## src/core/mnx_pkg.sv

```systemverilog
// shared constants and types for the multiply / negate / no-op datapath
package mnx_pkg;
  // instruction field layout
  localparam int MNX_LIT_MSB = 7;
  localparam int MNX_FILE_MSB = 7;
  localparam int MNX_ABIT_POS = 8;
  // opcode patterns on the upper instruction bits
  localparam logic [7:0] MNX_MUL_LIT_CODE = 8'h0D;
  localparam logic [6:0] MNX_MUL_REG_CODE = 7'h01;
  localparam logic [6:0] MNX_NEG_CODE = 7'h36;
  localparam logic [15:0] MNX_NOP_ZERO_CODE = 16'h0000;
  localparam logic [3:0] MNX_NOP_HI_NIBBLE = 4'hF;
  // access bank and indexed offset addressing
  localparam logic [7:0] MNX_IDX_LIMIT = 8'h5F;
  localparam logic [7:0] MNX_ACCESS_SPLIT = 8'h60;
  localparam logic [3:0] MNX_ACCESS_LO_BANK = 4'h0;
  localparam logic [3:0] MNX_ACCESS_HI_BANK = 4'hF;
  // reset values
  localparam logic [7:0] MNX_PROD_RESET = 8'h00;
  localparam logic [7:0] MNX_BYTE_ONE = 8'h01;
  localparam logic [11:0] MNX_ADDR_RESET = 12'h000;
  localparam logic [15:0] MNX_IR_RESET = 16'h0000;

  // instruction cycle phases, one-hot
  typedef enum logic [3:0] {
    MNX_Q1 = 4'h1,
    MNX_Q2 = 4'h2,
    MNX_Q3 = 4'h4,
    MNX_Q4 = 4'h8
  } mnx_phase_t;

  // decoded operation, one-hot
  typedef enum logic [3:0] {
    MNX_OP_NONE = 4'h1,
    MNX_OP_MUL_LIT = 4'h2,
    MNX_OP_MUL_REG = 4'h4,
    MNX_OP_NEG = 4'h8
  } mnx_op_t;
endpackage : mnx_pkg

```

## src/core/mnx_bank_addr.sv

```systemverilog
// operand address resolution: access bank, banked file or indexed offset
`timescale 1ns/1ps
`default_nettype none
module mnx_bank_addr
  import mnx_pkg::*;
(
  input wire logic [7:0] file_addr_i,
  input wire logic access_sel_i,
  input wire logic [3:0] bank_select_reg_i,
  input wire logic ext_set_en_i,
  input wire logic [11:0] index_base_i,
  output logic [11:0] data_addr_o
);
  // which of the three address forms applies
  wire use_indexed = ext_set_en_i && !access_sel_i && (file_addr_i <= MNX_IDX_LIMIT);
  wire low_access = file_addr_i < MNX_ACCESS_SPLIT;
  wire [11:0] indexed_addr = index_base_i + {4'h0, file_addr_i}; // wraps in 4 KB space
  wire [11:0] access_addr = low_access ? {MNX_ACCESS_LO_BANK, file_addr_i}
                                       : {MNX_ACCESS_HI_BANK, file_addr_i};
  wire [11:0] banked_addr = {bank_select_reg_i, file_addr_i};

  // indexed form overrides the access bank only for the low window
  assign data_addr_o = access_sel_i ? banked_addr : (use_indexed ? indexed_addr : access_addr);
endmodule : mnx_bank_addr
`default_nettype wire

```

## src/core/mnx_exec.sv

```systemverilog
// execution datapath for literal multiply, register multiply, negate and no-op
// Notes on behaviour
// - literal multiply: working register times low byte
// - literal product high byte, low byte to pair
// - multiplies keep flags and working register
// - multiplies report no carry, overflow, zero
// - register multiply: working register times file
// - register product into pair, sources untouched
// - bank bit low: access bank, high: banked
// - extended set, access, f<=95: indexed offset
// - negate: invert plus one, update five flags
// - negate writes back to its source location
`timescale 1ns/1ps
`default_nettype none
module mnx_exec
  import mnx_pkg::*;
(
  input wire logic ref_clk_i,
  input wire logic rst_b_i,
  input wire logic ce_i,
  input wire logic [15:0] instr_i,
  input wire logic [7:0] w_reg_i,
  input wire logic [3:0] bank_select_reg_i,
  input wire logic ext_set_en_i,
  input wire logic [11:0] index_base_i,
  input wire logic [7:0] mem_rdata_i,
  output logic [11:0] mem_addr_o,
  output logic mem_re_o,
  output logic mem_we_o,
  output logic [7:0] mem_wdata_o,
  output logic [7:0] product_high_reg_o,
  output logic [7:0] product_low_reg_o,
  output logic neg_flag_o,
  output logic overflow_flag_o,
  output logic carry_flag_o,
  output logic digit_carry_flag_o,
  output logic zero_flag_o
);
  mnx_phase_t phase;
  mnx_phase_t next_phase;
  mnx_op_t op;
  logic [15:0] ir;

  // decode of the word presented in Q1
  wire is_mul_lit = instr_i[15:8] == MNX_MUL_LIT_CODE;
  wire is_mul_reg = instr_i[15:9] == MNX_MUL_REG_CODE;
  wire is_neg = instr_i[15:9] == MNX_NEG_CODE;
  wire is_nop = (instr_i == MNX_NOP_ZERO_CODE) || (instr_i[15:12] == MNX_NOP_HI_NIBBLE);
  // anything outside this block's four opcodes is treated as a no-op here
  wire mnx_op_t next_op = is_mul_lit ? MNX_OP_MUL_LIT :
                          is_mul_reg ? MNX_OP_MUL_REG :
                          is_neg ? MNX_OP_NEG : MNX_OP_NONE;
  wire needs_file = is_mul_reg || is_neg;
  wire [11:0] next_addr;

  mnx_bank_addr u_bank_addr (
    .file_addr_i(instr_i[MNX_FILE_MSB:0]),
    .access_sel_i(instr_i[MNX_ABIT_POS]),
    .bank_select_reg_i(bank_select_reg_i),
    .ext_set_en_i(ext_set_en_i),
    .index_base_i(index_base_i),
    .data_addr_o(next_addr)
  );

  // arithmetic: both multiplies share one 8x8 unsigned multiplier
  wire [7:0] mul_operand = (op == MNX_OP_MUL_LIT) ? ir[MNX_LIT_MSB:0] : mem_rdata_i;
  wire [15:0] product = w_reg_i * mul_operand;
  wire [7:0] inv_data = ~mem_rdata_i;
  wire [8:0] neg_sum = {1'b0, inv_data} + 9'h001;
  wire [4:0] neg_nib = {1'b0, inv_data[3:0]} + 5'h01;
  wire [7:0] neg_res = neg_sum[7:0];
  // signed overflow only when negating the most negative value
  wire neg_ov = (inv_data[7] == 1'b0) && neg_res[7];
  wire do_mul = (phase == MNX_Q3) && ((op == MNX_OP_MUL_LIT) || (op == MNX_OP_MUL_REG));
  wire do_neg = (phase == MNX_Q3) && (op == MNX_OP_NEG);

  // phase sequencer: one instruction per four clocks
  always_comb begin
    case (phase)
      MNX_Q1: next_phase = MNX_Q2;
      MNX_Q2: next_phase = MNX_Q3;
      MNX_Q3: next_phase = MNX_Q4;
      MNX_Q4: next_phase = MNX_Q1;
      default: next_phase = MNX_Q1;
    endcase
  end

  always_ff @(posedge ref_clk_i) begin
    if (!rst_b_i) begin
      phase <= MNX_Q1;
    end else if (ce_i) begin
      phase <= next_phase;
    end
  end

  // decode and operand address latch at the end of Q1
  always_ff @(posedge ref_clk_i) begin
    if (!rst_b_i) begin
      ir <= MNX_IR_RESET;
      op <= MNX_OP_NONE;
      mem_addr_o <= MNX_ADDR_RESET;
      mem_re_o <= 1'b0;
    end else if (ce_i) begin
      if (phase == MNX_Q1) begin
        ir <= instr_i;
        op <= next_op;
        mem_addr_o <= next_addr;
        mem_re_o <= needs_file; // read strobe stands during Q2
      end else begin
        mem_re_o <= 1'b0;
      end
    end
  end

  // product pair updates at the end of Q3, seen during Q4
  always_ff @(posedge ref_clk_i) begin
    if (!rst_b_i) begin
      product_high_reg_o <= MNX_PROD_RESET;
      product_low_reg_o <= MNX_PROD_RESET;
    end else if (ce_i && do_mul) begin
      product_high_reg_o <= product[15:8];
      product_low_reg_o <= product[7:0];
    end
  end

  // flags move only on negate; multiplies never touch them
  always_ff @(posedge ref_clk_i) begin
    if (!rst_b_i) begin
      neg_flag_o <= 1'b0;
      overflow_flag_o <= 1'b0;
      carry_flag_o <= 1'b0;
      digit_carry_flag_o <= 1'b0;
      zero_flag_o <= 1'b0;
    end else if (ce_i && do_neg) begin
      neg_flag_o <= neg_res[7];
      overflow_flag_o <= neg_ov;
      carry_flag_o <= neg_sum[8];
      digit_carry_flag_o <= neg_nib[4];
      zero_flag_o <= neg_res == 8'h00;
    end
  end

  // negate write-back: same address as the read, strobe during Q4
  always_ff @(posedge ref_clk_i) begin
    if (!rst_b_i) begin
      mem_we_o <= 1'b0;
      mem_wdata_o <= MNX_PROD_RESET;
    end else if (ce_i) begin
      mem_we_o <= do_neg;
      if (do_neg) begin
        mem_wdata_o <= neg_res;
      end
    end
  end

  // checks
  a_phase_order: assert property (@(posedge ref_clk_i) disable iff (!rst_b_i)
    (ce_i && phase == MNX_Q4) |=> (phase == MNX_Q1))
    else $error("phase did not wrap from Q4 to Q1");

  // operands widened first so the product is never cut to eight bits
  a_mul_lit_product: assert property (@(posedge ref_clk_i) disable iff (!rst_b_i)
    (ce_i && phase == MNX_Q3 && op == MNX_OP_MUL_LIT) |=>
      ({product_high_reg_o, product_low_reg_o} ==
        (16'($past(w_reg_i)) * 16'($past(ir[7:0])))))
    else $error("literal product wrong");

  a_mul_reg_product: assert property (@(posedge ref_clk_i) disable iff (!rst_b_i)
    (ce_i && phase == MNX_Q3 && op == MNX_OP_MUL_REG) |=>
      ({product_high_reg_o, product_low_reg_o} ==
        (16'($past(w_reg_i)) * 16'($past(mem_rdata_i)))) && !mem_we_o)
    else $error("register product wrong or memory written");

  a_mul_no_write: assert property (@(posedge ref_clk_i) disable iff (!rst_b_i)
    (ce_i && phase == MNX_Q3 && op != MNX_OP_NEG) |=> !mem_we_o)
    else $error("memory written by an instruction other than negate");

  a_mul_flags_kept: assert property (@(posedge ref_clk_i) disable iff (!rst_b_i)
    (ce_i && do_mul) |=> $stable({neg_flag_o, overflow_flag_o, carry_flag_o,
                                  digit_carry_flag_o, zero_flag_o}))
    else $error("multiply changed a flag");

  a_nop_quiet: assert property (@(posedge ref_clk_i) disable iff (!rst_b_i)
    (ce_i && phase == MNX_Q3 && op == MNX_OP_NONE) |=>
      $stable({product_high_reg_o, product_low_reg_o, zero_flag_o, carry_flag_o}) && !mem_we_o)
    else $error("no-op changed state");

  a_neg_result: assert property (@(posedge ref_clk_i) disable iff (!rst_b_i)
    (ce_i && do_neg) |=> (mem_wdata_o == 8'(8'h00 - $past(mem_rdata_i)))
      && (carry_flag_o == ($past(mem_rdata_i) == 8'h00))
      && (overflow_flag_o == ($past(mem_rdata_i) == 8'h80)))
    else $error("negate result or flags wrong");

  // sign set for inputs 01 to 80, zero only when the input was zero
  a_neg_flags: assert property (@(posedge ref_clk_i) disable iff (!rst_b_i)
    (ce_i && do_neg) |=>
      (neg_flag_o == (($past(mem_rdata_i) != 8'h00) && ($past(mem_rdata_i) <= 8'h80)))
      && (zero_flag_o == ($past(mem_rdata_i) == 8'h00))
      && (digit_carry_flag_o == ($past(mem_rdata_i[3:0]) == 4'h0)))
    else $error("negate sign, zero or digit carry flag wrong");

  a_we_single: assert property (@(posedge ref_clk_i) disable iff (!rst_b_i)
    (ce_i && mem_we_o) |=> !mem_we_o)
    else $error("write strobe stood longer than one phase");

  a_neg_writeback: assert property (@(posedge ref_clk_i) disable iff (!rst_b_i)
    (ce_i && phase == MNX_Q1 && is_neg) ##1 (ce_i [*2]) |=> mem_we_o && $stable(mem_addr_o))
    else $error("negate did not write back to its source");

  a_access_bank: assert property (@(posedge ref_clk_i) disable iff (!rst_b_i)
    (ce_i && phase == MNX_Q1 && !instr_i[8] && !ext_set_en_i) |=>
      (mem_addr_o[11:8] == (($past(instr_i[7:0]) < 8'h60) ? 4'h0 : 4'hF)))
    else $error("access bank address wrong");

  a_banked_file: assert property (@(posedge ref_clk_i) disable iff (!rst_b_i)
    (ce_i && phase == MNX_Q1 && instr_i[8]) |=>
      (mem_addr_o == {$past(bank_select_reg_i), $past(instr_i[7:0])}))
    else $error("banked address wrong");

  a_indexed_mode: assert property (@(posedge ref_clk_i) disable iff (!rst_b_i)
    (ce_i && phase == MNX_Q1 && !instr_i[8] && ext_set_en_i && instr_i[7:0] <= 8'h5F) |=>
      (mem_addr_o == 12'($past(index_base_i) + $past(instr_i[7:0]))))
    else $error("indexed offset address wrong");

  a_read_strobe: assert property (@(posedge ref_clk_i) disable iff (!rst_b_i)
    (ce_i && phase == MNX_Q1) |=> (mem_re_o == $past(needs_file)) ##1
      (!mem_re_o || !$past(ce_i)))
    else $error("read strobe wrong");
endmodule : mnx_exec
`default_nettype wire

```

## config.mk

```make
export PLATFORM = sky130hd
export DESIGN_NAME = mnx_exec
export DESIGN_NICKNAME = d
export VERILOG_FILES = /design/src/core/mnx_pkg.sv /design/src/core/mnx_bank_addr.sv /design/src/core/mnx_exec.sv
export SDC_FILE = /design/constraint.sdc
export NUM_CORES = 1
export LEC_CHECK = 0
export BUFFER_PORTS_ARGS = -buffer_cell sky130_fd_sc_hd__clkbuf_2
export CORE_MARGIN = 2
export CORE_UTILIZATION = 50
export DETAILED_ROUTE_END_ITERATION = 10
export PLACE_DENSITY = 0.73
export SLEW_MARGIN = 10
export SYNTH_ARGS = -nofsm -noshare
export SYNTH_HDL_FRONTEND = slang
export SYNTH_SLANG_ARGS = --single-unit
```

## constraint.sdc

```tcl
create_clock -name ref_clk_i -period 13.9 [get_ports ref_clk_i]
set_input_delay 0.695 -clock ref_clk_i [delete_from_list [all_inputs] [get_ports ref_clk_i]]
set_output_delay 0.695 -clock ref_clk_i [all_outputs]
set_load 0.01 [all_outputs]
```

---- Yosys cells after proc, flatten, opt, wreduce, memory -nomap -nowiden ----
Cells that the tools add are included.
storage, ports and cells
  bits in registers ....................... 59
  input port bits ......................... 52
  output and inout port bits .............. 43
  word-level logic and storage cells ...... 53
cells by class
  $add $sub $neg .......................... 3
  multiply operators ...................... 1
  order comparisons ....................... 2
  equal/unequal tests ..................... 9
  multiplexer cells ....................... 9
  bitwise logic cells ..................... 2
  reduce and logical (&&, ||, !) cells .... 13
operators with widths
  operator                                                                           count
  12-bit two-way mux                                                                 3
  8-bit by 8-bit multiplier with 16-bit output                                       1
  12-bit by 8-bit adder with 12-bit output                                           1
  4-bit two-way mux                                                                  3
  4-bit case mux with 3 select lines                                                 1
  8-bit by 1-bit adder with 9-bit output (second input constant)                     1
  4-bit by 2-bit equality test with 1-bit output (second input constant)             2
  4-bit by 3-bit equality test with 1-bit output (second input constant)             2
  8-bit by 4-bit equality test with 1-bit output (second input constant)             1
  8-bit by 7-bit less-or-equal comparator with 1-bit output (second input constant)  1
  8-bit zero test                                                                    1
  8-bit by 7-bit < comparator with 1-bit output (second input constant)              1
  8-bit two-way mux                                                                  1
  8-bit NOT                                                                          1
  7-bit by 1-bit equality test with 1-bit output (second input constant)             1
  7-bit by 6-bit equality test with 1-bit output (second input constant)             1
  1-bit logical AND                                                                  7
  4-bit by 1-bit adder with 5-bit output (second input constant)                     1
  4-bit by 1-bit equality test with 1-bit output (second input constant)             1
  4-bit equality test (second input constant)                                        1
  2-bit AND reduction                                                                2
  1-bit logical OR                                                                   2
  1-bit zero test                                                                    1
  1-bit two-way mux                                                                  1
  1-bit NOT                                                                          1

---- Longest topological paths before layout ----
Gate-level depths: netlist of the first run.
  depth after elaboration ................. 5
  gate-level depth with buffers ........... 18
  gate-level depth less buffers ........... 17

---- Hierarchy ----
A second synthesis of the first run with hierarchy kept.
second synthesis, totals
  cell total of the unflattened synthesis .. 638
  area total of the unflattened synthesis .. 5311.3 um^2
by module, submodules not included
  module         instances  cells an instance  area each (um^2)  seq. area each (um^2)
  mnx_exec       1          546                4670.7            1161.1
  mnx_bank_addr  1          92                 640.6             0.0

---- Worst setup path before layout of the first run ----
Ideal clock, no wire load.
  kind .................................... register -> register
  start ................................... register op[1]
  end ..................................... register product_high_reg_o[6]
  setup time .............................. 0.087 ns
  arrival time ............................ 4.978 ns
  data required time ...................... 13.813 ns
  path slack .............................. 8.835 ns
  stages on the path, launching flop included .. 19
  path buffers ............................ 1
  clock period less this slack ............ 5.065 ns
  cell sequence ........................... dfxtp_1 > nor4b_1 > buf_2 > mux2i_1 > nor2b_1 > fa_1 > inv_1 > fa_1 > inv_1 > fa_1 > inv_1 > fa_1 > inv_1 > ha_1 > and2_1 > a221oi_1 > a211oi_1 > o31a_1 > o31ai_1
on the way
  word-level cells in the longest chain between the ends .. 4
  elaborated cells on any way between the ends .. 7
  those cells by class .................... mul: 1; eq/ne: 2; mux: 1; reduce/logical: 3
RTL lines
  what                                                                                                  RTL line         RTL
  start: declaration                                                                                    mnx_exec.sv:41   mnx_op_t op;
  start signal: assignment                                                                              mnx_exec.sv:106  op <= next_op;
  parallel branches: the longest is 4 deep, another holds 8-bit by 8-bit multiplier with 16-bit output  -
  end signal: assignment                                                                                mnx_exec.sv:121  product_high_reg_o <= product[15:8];
  end: declaration                                                                                      mnx_exec.sv:31   output logic [7:0] product_high_reg_o,
Several ways; the timed one is not identified.
A chain may end at the register's enable or synchronous reset.

---- Worst setup path after layout of the first run ----
Ends and elaborated chain as after synthesis.

==> results of run 1 <==
logic make-up after synthesis:
kind of cell	share of synthesized area, %
compound gates	16.47
xor+xnor	2.189
simple gates	24.17
fa+ha+maj	25.30
flops	22.32
buf+inv	6.349
mux	3.199
power by group through the flow:
stage          registers (mW)  clock network (mW)  logic (mW)
6_report                0.177               0.176       0.292
5_1_grt                 0.178               0.184       0.334
4_1_cts                 0.177               0.178       0.291
3_5_place_dp            0.181                   0       0.287
3_3_place_gp            0.181                   0       0.279
2_1_floorplan           0.182                   0       0.218
worst paths after layout:
kind | slack, ps | startpoint | end | depth (start not counted)
worst max-delay path | 8020 | op[1]$_SDFFE_PN0P_ | product_high_reg_o[6]$_SDFFE_PN0P_ | 17
worst min-delay path | 460 | ir[4]$_SDFFE_PN0P_ | ir[4]$_SDFFE_PN0P_ | 2
worst max register to register | 8020 | op[1]$_SDFFE_PN0P_ | product_high_reg_o[6]$_SDFFE_PN0P_ | 17
worst min register to register | 460 | ir[4]$_SDFFE_PN0P_ | ir[4]$_SDFFE_PN0P_ | 2
layer usage:
layer / GRT usage [%] / part of all wire (%)
met1: 32.56 / 47
met2: 39.35 / 46
met3: 3.433 / 5.4
met4: 6.203 / 1.3
met5: 0 / 0
sequential cells by signal (all words and copies together) (netlist names), 4 cells and up:
register	cells
product_high_reg_o	8
product_low_reg_o	8
op	4
phase	4
mem_wdata_o	7
ir	8
mem_addr_o	12
metrics by stage:
| step | power, mW | hold slack, ps | cell area [um2] | utilization, % | worst slack [ps] |
|---|---|---|---|---|---|
| after floorplan | 0.4002 | 432.9 | 5202 | - | 8835 |
| after global placement | 0.4605 | 444.7 | 5741 | 56.11 | 8207 |
| after detailed placement | 0.4681 | 445.7 | 5741 | 56.11 | 8033 |
| after CTS | 0.6458 | 456.5 | 5958 | 58.24 | 8032 |
| after global routing | 0.6960 | 479.6 | 5958 | 58.24 | 7559 |
| final | 0.6449 | 458.0 | 5958 | 58.24 | 8022 |
critical path: stages (launching register included):
cell	delay, ps
dfxtp_1	400
nor4b_2	800
mux2i_1	630
nor2b_1	140
fa_1	560
inv_1	50
fa_1	480
inv_1	50
fa_1	530
inv_1	60
fa_1	530
inv_1	40
ha_1	340
and2_1	200
a221oi_1	310
a211oi_1	160
o31a_1	300
o31ai_1	220
layout make-up:
type                    instances  share of cell area, %
clock buffers                   9                  2.079
repair buffers                 95                  8.022
well taps                     136                  2.856
clock inverters                 7                  1.575
inverters                      57                  3.591
multi-input cells             488                  62.39
flip-flops and latches         58                  19.49
cell usage in the layout, fill, tap and decap left out, types with 24 or more instances in the layout:
cell / n
nand2_1: 72
nor2_1: 40
nor2b_1: 39
fa_1: 37
o21ai_0: 24
dfxtp_1: 58
a21oi_1: 53
ha_1: 46
clkbuf_2: 94
inv_1: 56
==> impl.org, run 1 <==
** STA
- Fmax :: about 170 MHz
- For the final database, setup skew stands at 10.44 ps.
- The final number of hold-violating endpoints is 0.
- The worst path needs between 5000 and 6000 ps of the cycle, external delays included.
- Period Utilization, post-route :: 42.29%
- Final count of pins violating max slew :: 0
- Setup repair after global routing left no endpoint under its margin.
- For the pin with the worst max-slew slack, the measured transition is 1001 ps.
- In this run the tightest slew margin relative to its limit is 33.30%.
- Setup violations remaining at the end of the flow were counted as 0.
- In the final timing run, aggregate negative setup slack is 0 ps.

** Power
- Pwr Density :: 108.2 nW/um2
- The worst-case IR drop observed on VDD is around 0.052 mV.
- In this run, the combinational gates consume 45.3% of the power.
- Sw Share :: 39.39%
- The clock network burns 27.2% of the power.
- Power spent charging and discharging nets :: 0.2540 mW
- Internal power component :: 0.3908 mW
- Registers are responsible for approximately 28% of the overall power.
- For this design the static power due to leakage is about 2.8 nW.

** Critical path
- Kind of end point of the critical path :: flip-flop
- Category of the worst setup path launch point :: flip-flop
- Class of the most critical setup path :: flip-flop to flip-flop
- In this run the worst path has a maximum fanout of 9.
- Arrival time at the worst endpoint :: 6140 ps
- STA puts the critical path data required time at 14160 ps.

** Detailed routing
- For this run, the detailed router's first-pass iteration total came to 5.
- Starting DRT DRC Count :: 309
- Detailed routing inserted a total of 4797 vias.
- In this run the remaining antenna-violating nets after routing total 0.
- In the final routed layout, each cell accounts on average for 15.18 um.
- For this block, the routed nets add up to approximately 13000 um of wire.
- In the routed design, unresolved DRC markers number 0.
- Mean number of vias per cell :: between 5 and 6

** Logic synthesis
- Top cell type's share of synthesized area :: 22.32%
- After synthesis, the share of flip-flops with an asynchronous set or reset is 0%.
- Proportion of synthesized chip area in sequential cells :: 22.32%
- Post-synth net total :: 763
- In this run, synthesis inferred 0 flip-flops with an integrated enable.
- Commonest cells in the netlist :: nand2_1 (72), dfxtp_1 (58), inv_1 (56), a21oi_1 (53), ha_1 (46)
- The most used flip-flop cell after synthesis is dfxtp_1.
- Mean instance size in the synthesized netlist :: 8.284 um2
- Post-Syn Area :: about 5200 um2
- Count leader, synth :: nand2_1
- Flop and latch count out of synthesis :: 58
- Counting every instance in the synthesized netlist gives 628.
- Leading area contributor after synthesis :: dfxtp_1
- Yosys mapped the design onto 64 distinct sky130hd cell types.
- Yosys printed 0 warnings.
- Largest cells by area after synthesis :: dfxtp_1 (22%), fa_1 (14%), ha_1 (11%), nand2_1 (5.2%), a21oi_1 (5.1%)

** Status
- The flow ran to the end, and the final reports show no timing, DRC or antenna violations.

** Clocking
- Number of H-tree levels :: 3
- Clock transition at the registers of the reported paths :: 70 ps
- Worst skew pair latency :: 350 ps
- After clock tree synthesis, the setup repair step added 0 buffers.
- TritonCTS built the clock tree.
- Total clock buffers created by CTS :: 9
- Post_cts resized :: 0
- The clock drives 58 sinks.
- Clock buffer depth :: 2
- Cts hold-fix bufs :: 0
- Root buf cell :: clkbuf_8

** Final layout
- Area of the multi-input gates :: about 3700 um2
- Share of post-route cells with drive strength above 1 :: 17.51%
- Area of all sequential standard cells :: 1161 um2
- Antenna diodes :: 0
- The final layout contains 844 nets.
- Excluding fillers, the count of instances in the completed layout stands at 850.
- After filler insertion, the fill cell instance count of the layout stands at 935.
- Area Growth Syn to Fin :: 14.53%

** Floorplan
- Core Area :: ~10000 um2
- Initial core utilization :: 50.85%
- Top-Level Pins :: 95
- Die height :: 106.0 um
- Die area :: roughly 11000 um2
- The floorplan has 37 rows.
- Die boundary width :: 106.0 um

** Global route
- Overall fraction of global-route tracks in use :: 23.73%
- The first global-routing pass estimated 21600 um of wire.
- Number of antenna violations at the first check in global routing :: 0
- Aggregate global routing overflow :: 0
- Number of global-route vias before repair :: 4533
- Pin count of the biggest net entering global routing :: 31

** Worst hold path
- Class of the tightest hold or removal check :: flip-flop to flip-flop

** Placed design
- Count of port buffers added during placement :: 94
- The congestion estimate from routability-driven global placement came to 0.9184.
- Summed over all nets, the half-perimeter wirelength after detailed placement is between 9000 and 10000 um.
- Placed Cells :: approximately 830

** Flow run
- Across the run, the number of max-cap violations was 0.
Note: power is estimated with default switching activity, not from simulation.
==> run 2, diff against run 1 <==
- ABC_AREA: default -> 1
- clock period: 13.9 -> 6.05 ns (I/O delays scaled with it)
==> run 2 against run 1 <==
Effect of this change:
- design area grew 0.65%
- hold slack lost 210 ps
- register-to-register slack lost 7100 ps
- critical path depth grew 6
- wire length grew 4.5%
- via count grew 5.2%
- combinational power grew to 2.8 times the previous value
- critical path type unchanged
- critical endpoint unchanged
- highest routed layer unchanged
==> impl.org, run 2 <==
** Logic synthesis
- Count leader, synth :: nand2_1 (unchanged)
- Main synth FF type :: dfxtp_1 (unchanged)
- The total number of yosys warnings was 0 (unchanged).
- The cell count after synthesis came to 756 (was 628).
- The number of distinct library cell variants in the gate-level netlist after synthesis was 34 (was 64).
- Largest family of logic cells by synthesized area :: simple AND/OR/NAND/NOR gates (was adder cells)
- The mean cell area of the mapped netlist came to 6.931 um2 (was 8.284 um2).
- Top cell type's share of synthesized area :: 22.16% (was 22.32%)
- Proportion of synthesized chip area in sequential cells :: 22.16% (was 22.32%)
- Xor and xnor fraction of the mapped netlist area :: 1.671% (was 2.189%)
- The post-synthesis simple-gate area fraction came to 26.48% (was 24.17%).
- The flip-flop and latch count after synthesis came to 58 (unchanged).
- Commonest cells in the netlist :: nand2_1 (155), inv_1 (142), nor2_1 (107), dfxtp_1 (58), a21oi_1 (52) (was nand2_1 (72), dfxtp_1 (58), inv_1 (56), a21oi_1 (53), ha_1 (46))
- Post-synth ARST share :: 0% (unchanged)
- Leading area contributor after synthesis :: dfxtp_1 (unchanged)
- EDFF count, synth :: 0 (unchanged)
- The multiplexer area fraction after synthesis is 0% (was 3.199%).
- Largest cells by area after synthesis: dfxtp_1 (22%), fa_1 (14%), nand2_1 (11%), ha_1 (11%), inv_1 (10%) (was dfxtp_1 (22%), fa_1 (14%), ha_1 (11%), nand2_1 (5.2%), a21oi_1 (5.1%)).
- Post-synth net total :: 891 (was 763)
- Post-Syn Area :: 5240 um2 (was 5202 um2)
- The synthesized-area fraction occupied by ao, oa, aoi and oai cells came to 12.20% (was 16.47%).
- Adder-cell share of the synthesized area :: 25.12% (was 25.30%)

** Clocking
- The buffer count from post-CTS setup fixing was 0 (unchanged).
- Clock transition at the registers of the reported paths :: 70 ps (about the same)
- The clock tree from TritonCTS is done (unchanged).
- The number of levels the H-tree was split into came to 3 (unchanged).
- The clock tree root driver cell is clkbuf_8 (unchanged).
- Total clock buffers created by CTS :: 9 (unchanged)
- The clock network latency to the later pin of the worst-skew pair is 340 ps (was 350 ps).
- The TritonCTS sink count is 58 (unchanged).
- Post_cts resized :: 0 (unchanged)
- The worst-case clock buffer depth was 2 (unchanged).
- The number of hold-repair buffers added at the cts stage came to 0 (unchanged).

** STA
- The total negative slack for setup checks is 0 ps (unchanged).
- The pin slew with the least headroom to its limit was 977.5 ps (was 1001 ps).
- Final min period :: 5088 ps (was 5878 ps)
- Worst max-slew margin expressed relative to the limit :: 34.76% (was 33.30%)
- Final setup viols :: 0 (unchanged)
- Setup repair after global routing missed its margin :: false (unchanged)
- Final count of pins violating max slew :: 0 (unchanged)
- Final clock skew :: 11.57 ps (was 10.44 ps)
- The top achievable clock speed is 196.6 MHz (was 170.1 MHz).
- The final number of hold-violating endpoints was 0 (unchanged).
- Period Utilization, post-route :: 84.09% (was 42.29%)

** Detailed routing
- Mean number of vias per cell :: 5.118 (was 5.644)
- The total vias in the final route came to 5046 (was 4797).
- The antenna violation net count after detailed routing is 0 (unchanged).
- The final wirelength was 13490 um (was 12910 um).
- Per-cell routed wire length :: 13.68 um (was 15.18 um)
- First drt pass iteration count :: 5 (unchanged)
- Remaining design rule violation count :: 0 (unchanged)
- Starting DRT DRC Count :: 199 (was 309)

** Power
- The sequential share of power is 25.1% (was 27.5%).
- Clock power share :: 24.5% (was 27.2%)
- The internal power consumption was 0.9452 mW (was 0.3908 mW).
- The combinational share of power is 50.4% (was 45.3%).
- Pwr Density :: 269.3 nW/um2 (was 108.2 nW/um2)
- Sw Share :: 41.47% (was 39.39%)
- Peak supply drop :: 0.1502 mV (was 0.05213 mV)
- Power spent charging and discharging nets :: 0.6696 mW (was 0.2540 mW)
- The static leakage came to 3.264 nW (was 2.757 nW).

** Flow run
- The number of maximum-capacitance violations was 0 (unchanged).

** Final layout
- Register ranked first by flip-flop count :: mem_addr_o (unchanged)
- Area Growth Syn to Fin :: 14.45% (was 14.53%)
- The number of flip-flops under the largest register name was 12 (unchanged).
- The filler-free cell count of the finished design was 986 (was 850).
- The layout filler cell count was 1013 (was 935).
- The leading cell type in the layout, fill and taps excluded was nand2_1 (was clkbuf_2).
- Post-layout net count :: 981 (was 844)
- Highest-count cells in the layout ignoring fill and taps :: nand2_1 (155), inv_1 (142), nor2_1 (107) (was clkbuf_2 (94), nand2_1 (72), dfxtp_1 (58))
- Antenna diodes :: 0 (unchanged)
- The ratio of cells with drive above 1 in the final layout was 13.88% (was 17.51%).

** Worst hold path
- Class of the tightest hold or removal check :: primary input to flip-flop (was flip-flop to flip-flop)
- Hold EP :: ir[4]$_SDFFE_PN0P_ (unchanged)
- Number of cells on the worst hold path :: 3 (was 2)
- Hold path start :: instr_i[4] (was ir[4]$_SDFFE_PN0P_)

** Critical path
- The buffer and inverter count on the worst path was 6 (was 4).
- Category of the worst setup path launch point :: flip-flop (unchanged)
- Top cell by count, worst path :: nand2_1
- The logic depth of the worst register-to-register path came to 23 (was 17).
- Arrival time at the worst endpoint :: 5320 ps (was 6140 ps)
- Worst-path cell chain :: inv_1 > nand4_2 > o21ai_0 > inv_1 > nand2_1 > fa_1 > fa_1 > inv_1 > fa_1 > inv_1 > fa_1 > inv_1 > ha_1 > nand2_1 > nand2_1 > nand2_1 > nand2_1 > nand2_1 > nand3_1 > nand2_1 > nand2_1 > o21ai_1 > inv_1 (was nor4b_2 > mux2i_1 > nor2b_1 > fa_1 > inv_1 > fa_1 > inv_1 > fa_1 > inv_1 > fa_1 > inv_1 > ha_1 > and2_1 > a221oi_1 > a211oi_1 > o31a_1 > o31ai_1)
- The worst flop-to-flop path endpoint is product_high_reg_o[6]$_SDFFE_PN0P_ (unchanged).
- The type of the worst setup path is flip-flop to flip-flop (unchanged).
- Data required time at the worst endpoint :: 6290 ps (was 14160 ps)
- The source of the worst register-to-register timing path is op[0]$_SDFFE_PN1P_ (was op[1]$_SDFFE_PN0P_).
- Worst-path maximum fanout :: 17 (was 9)
- Depth of the critical timing path with buffers and inverters included :: 23 (was 17)
- The worst reg-to-reg setup slack came to 960 ps (was 8020 ps).
- Kind of end point of the critical path :: flip-flop (unchanged)
- CP delay by family, top :: adder cells (unchanged)
- Critical Path Source :: op[0]$_SDFFE_PN1P_ (was op[1]$_SDFFE_PN0P_)
- Largest stage delay, worst path :: 560 ps (was 800 ps)
- Crit path max-delay cell type :: o21ai_0 (was nor4b_2)

** Global route
- The overall routing resource usage is 25.41% (was 23.73%).
- The total congestion overflow came to 0 (unchanged).
- The pin count of the biggest net entering global routing is 31 (unchanged).
- The number of global-route vias before repair is 5136 (was 4533).
- The initial antenna violation count was 0 (unchanged).
- Global-route wire length before repair :: 22980 um (was 21600 um)

** Placed design
- The placed instance count came to 971 (was 834).
- The HPWL reported at the end of detailed placement came to 11130 um (was 9995 um).
- The final estimated routing congestion in global placement came to 0.9288 (was 0.9184).
- The count of buffers from port buffering is 94 (unchanged).

** Floorplan
- Die boundary width :: 106.4 um (was 106.0 um)
- Core Area :: 10230 um2 (unchanged)
- The total die area is 11310 um2 (was 11240 um2).
- Total number of placement rows :: 37 (unchanged)
- Die height :: 106.4 um (was 106.0 um)
- Initial core utilization :: 51.22% (was 50.85%)
- The number of top-level pins is 95 (unchanged).

** Status
- Run status: finished clean (unchanged).
run 2: cell count changes in the layout (fill, tap and decap cells not counted), moves of 6 or more:
cell	previous run	this run
nand2b_1	11	0
nand2_1	72	155
o21ai_0	24	39
nor2_1	40	107
nand3_1	19	48
nor3_1	9	3
and3_1	7	0
inv_1	56	142
and2_1	15	0
mux2i_1	11	0
nor2b_1	39	0
run 2: layer usage:
layer	track usage (%)	wire length, um
met5	0	0
met4	10.43	356
met3	4.782	664
met2	45.74	6811
met1	29.47	5655
run 2: logic make-up (layout without fill, tap and decap cells):
logic type / after synthesis / after routing
compound gates: 116 / 116
xor+xnor: 10 / 10
fa+ha+maj: 83 / 83
buf+inv: 160 / 254
flops: 58 / 58
simple gates: 329 / 329
run 2: how the worst max path moves through the flow:
| stage | to | slack [ps] |
|---|---|---|
| 6_report | product_high_reg_o[6]$_SDFFE_PN0P_ | 960 |
| 3_5_place_dp | product_high_reg_o[6]$_SDFFE_PN0P_ | 980 |
| 2_1_floorplan | product_high_reg_o[2]$_SDFFE_PN0P_ | 1600 |
| 5_1_grt | product_high_reg_o[6]$_SDFFE_PN0P_ | 580 |
| 4_1_cts | product_high_reg_o[6]$_SDFFE_PN0P_ | 980 |
| 3_3_place_gp | product_high_reg_o[6]$_SDFFE_PN0P_ | 1200 |
run 2: tightest hold or removal path, cell delays in order:
cell and delay, ps:
clkbuf_2 90, nand2_1 80, a21oi_1 60
run 2: power by group through the flow:
stage | clock network, mW | logic (mW) | registers, mW
6_report | 0.396 | 0.813 | 0.405
5_1_grt | 0.418 | 0.936 | 0.407
4_1_cts | 0.404 | 0.816 | 0.405
3_5_place_dp | 0 | 0.809 | 0.414
3_3_place_gp | 0 | 0.796 | 0.413
2_1_floorplan | 0 | 0.605 | 0.415
run 2: per-stage QoR:
stage / hold slack [ps] / power, mW / setup WS, ps / utilization, % / area [um2]
after global placement: 455.7 / 1.209 / 1196 / 56.50 / 5781
after CTS: 238.6 / 1.624 / 980.8 / 58.62 / 5997
after floorplan: 424.5 / 1.020 / 1596 / - / 5240
after global routing: 253.9 / 1.761 / 584.1 / 58.62 / 5997
final: 252.6 / 1.615 / 962.4 / 58.62 / 5997
after detailed placement: 456.0 / 1.223 / 982.8 / 56.50 / 5781
run 2: cell type report:
type	count	area (um2)	area share, %
repair buffers	95	478.0	7.970
clock buffers	10	137.6	2.295
multi-input cells	538	3431	57.21
inverters	144	540.5	9.013
flip-flops and latches	58	1161	19.36
well taps	136	170.2	2.837
clock inverters	5	78.83	1.314
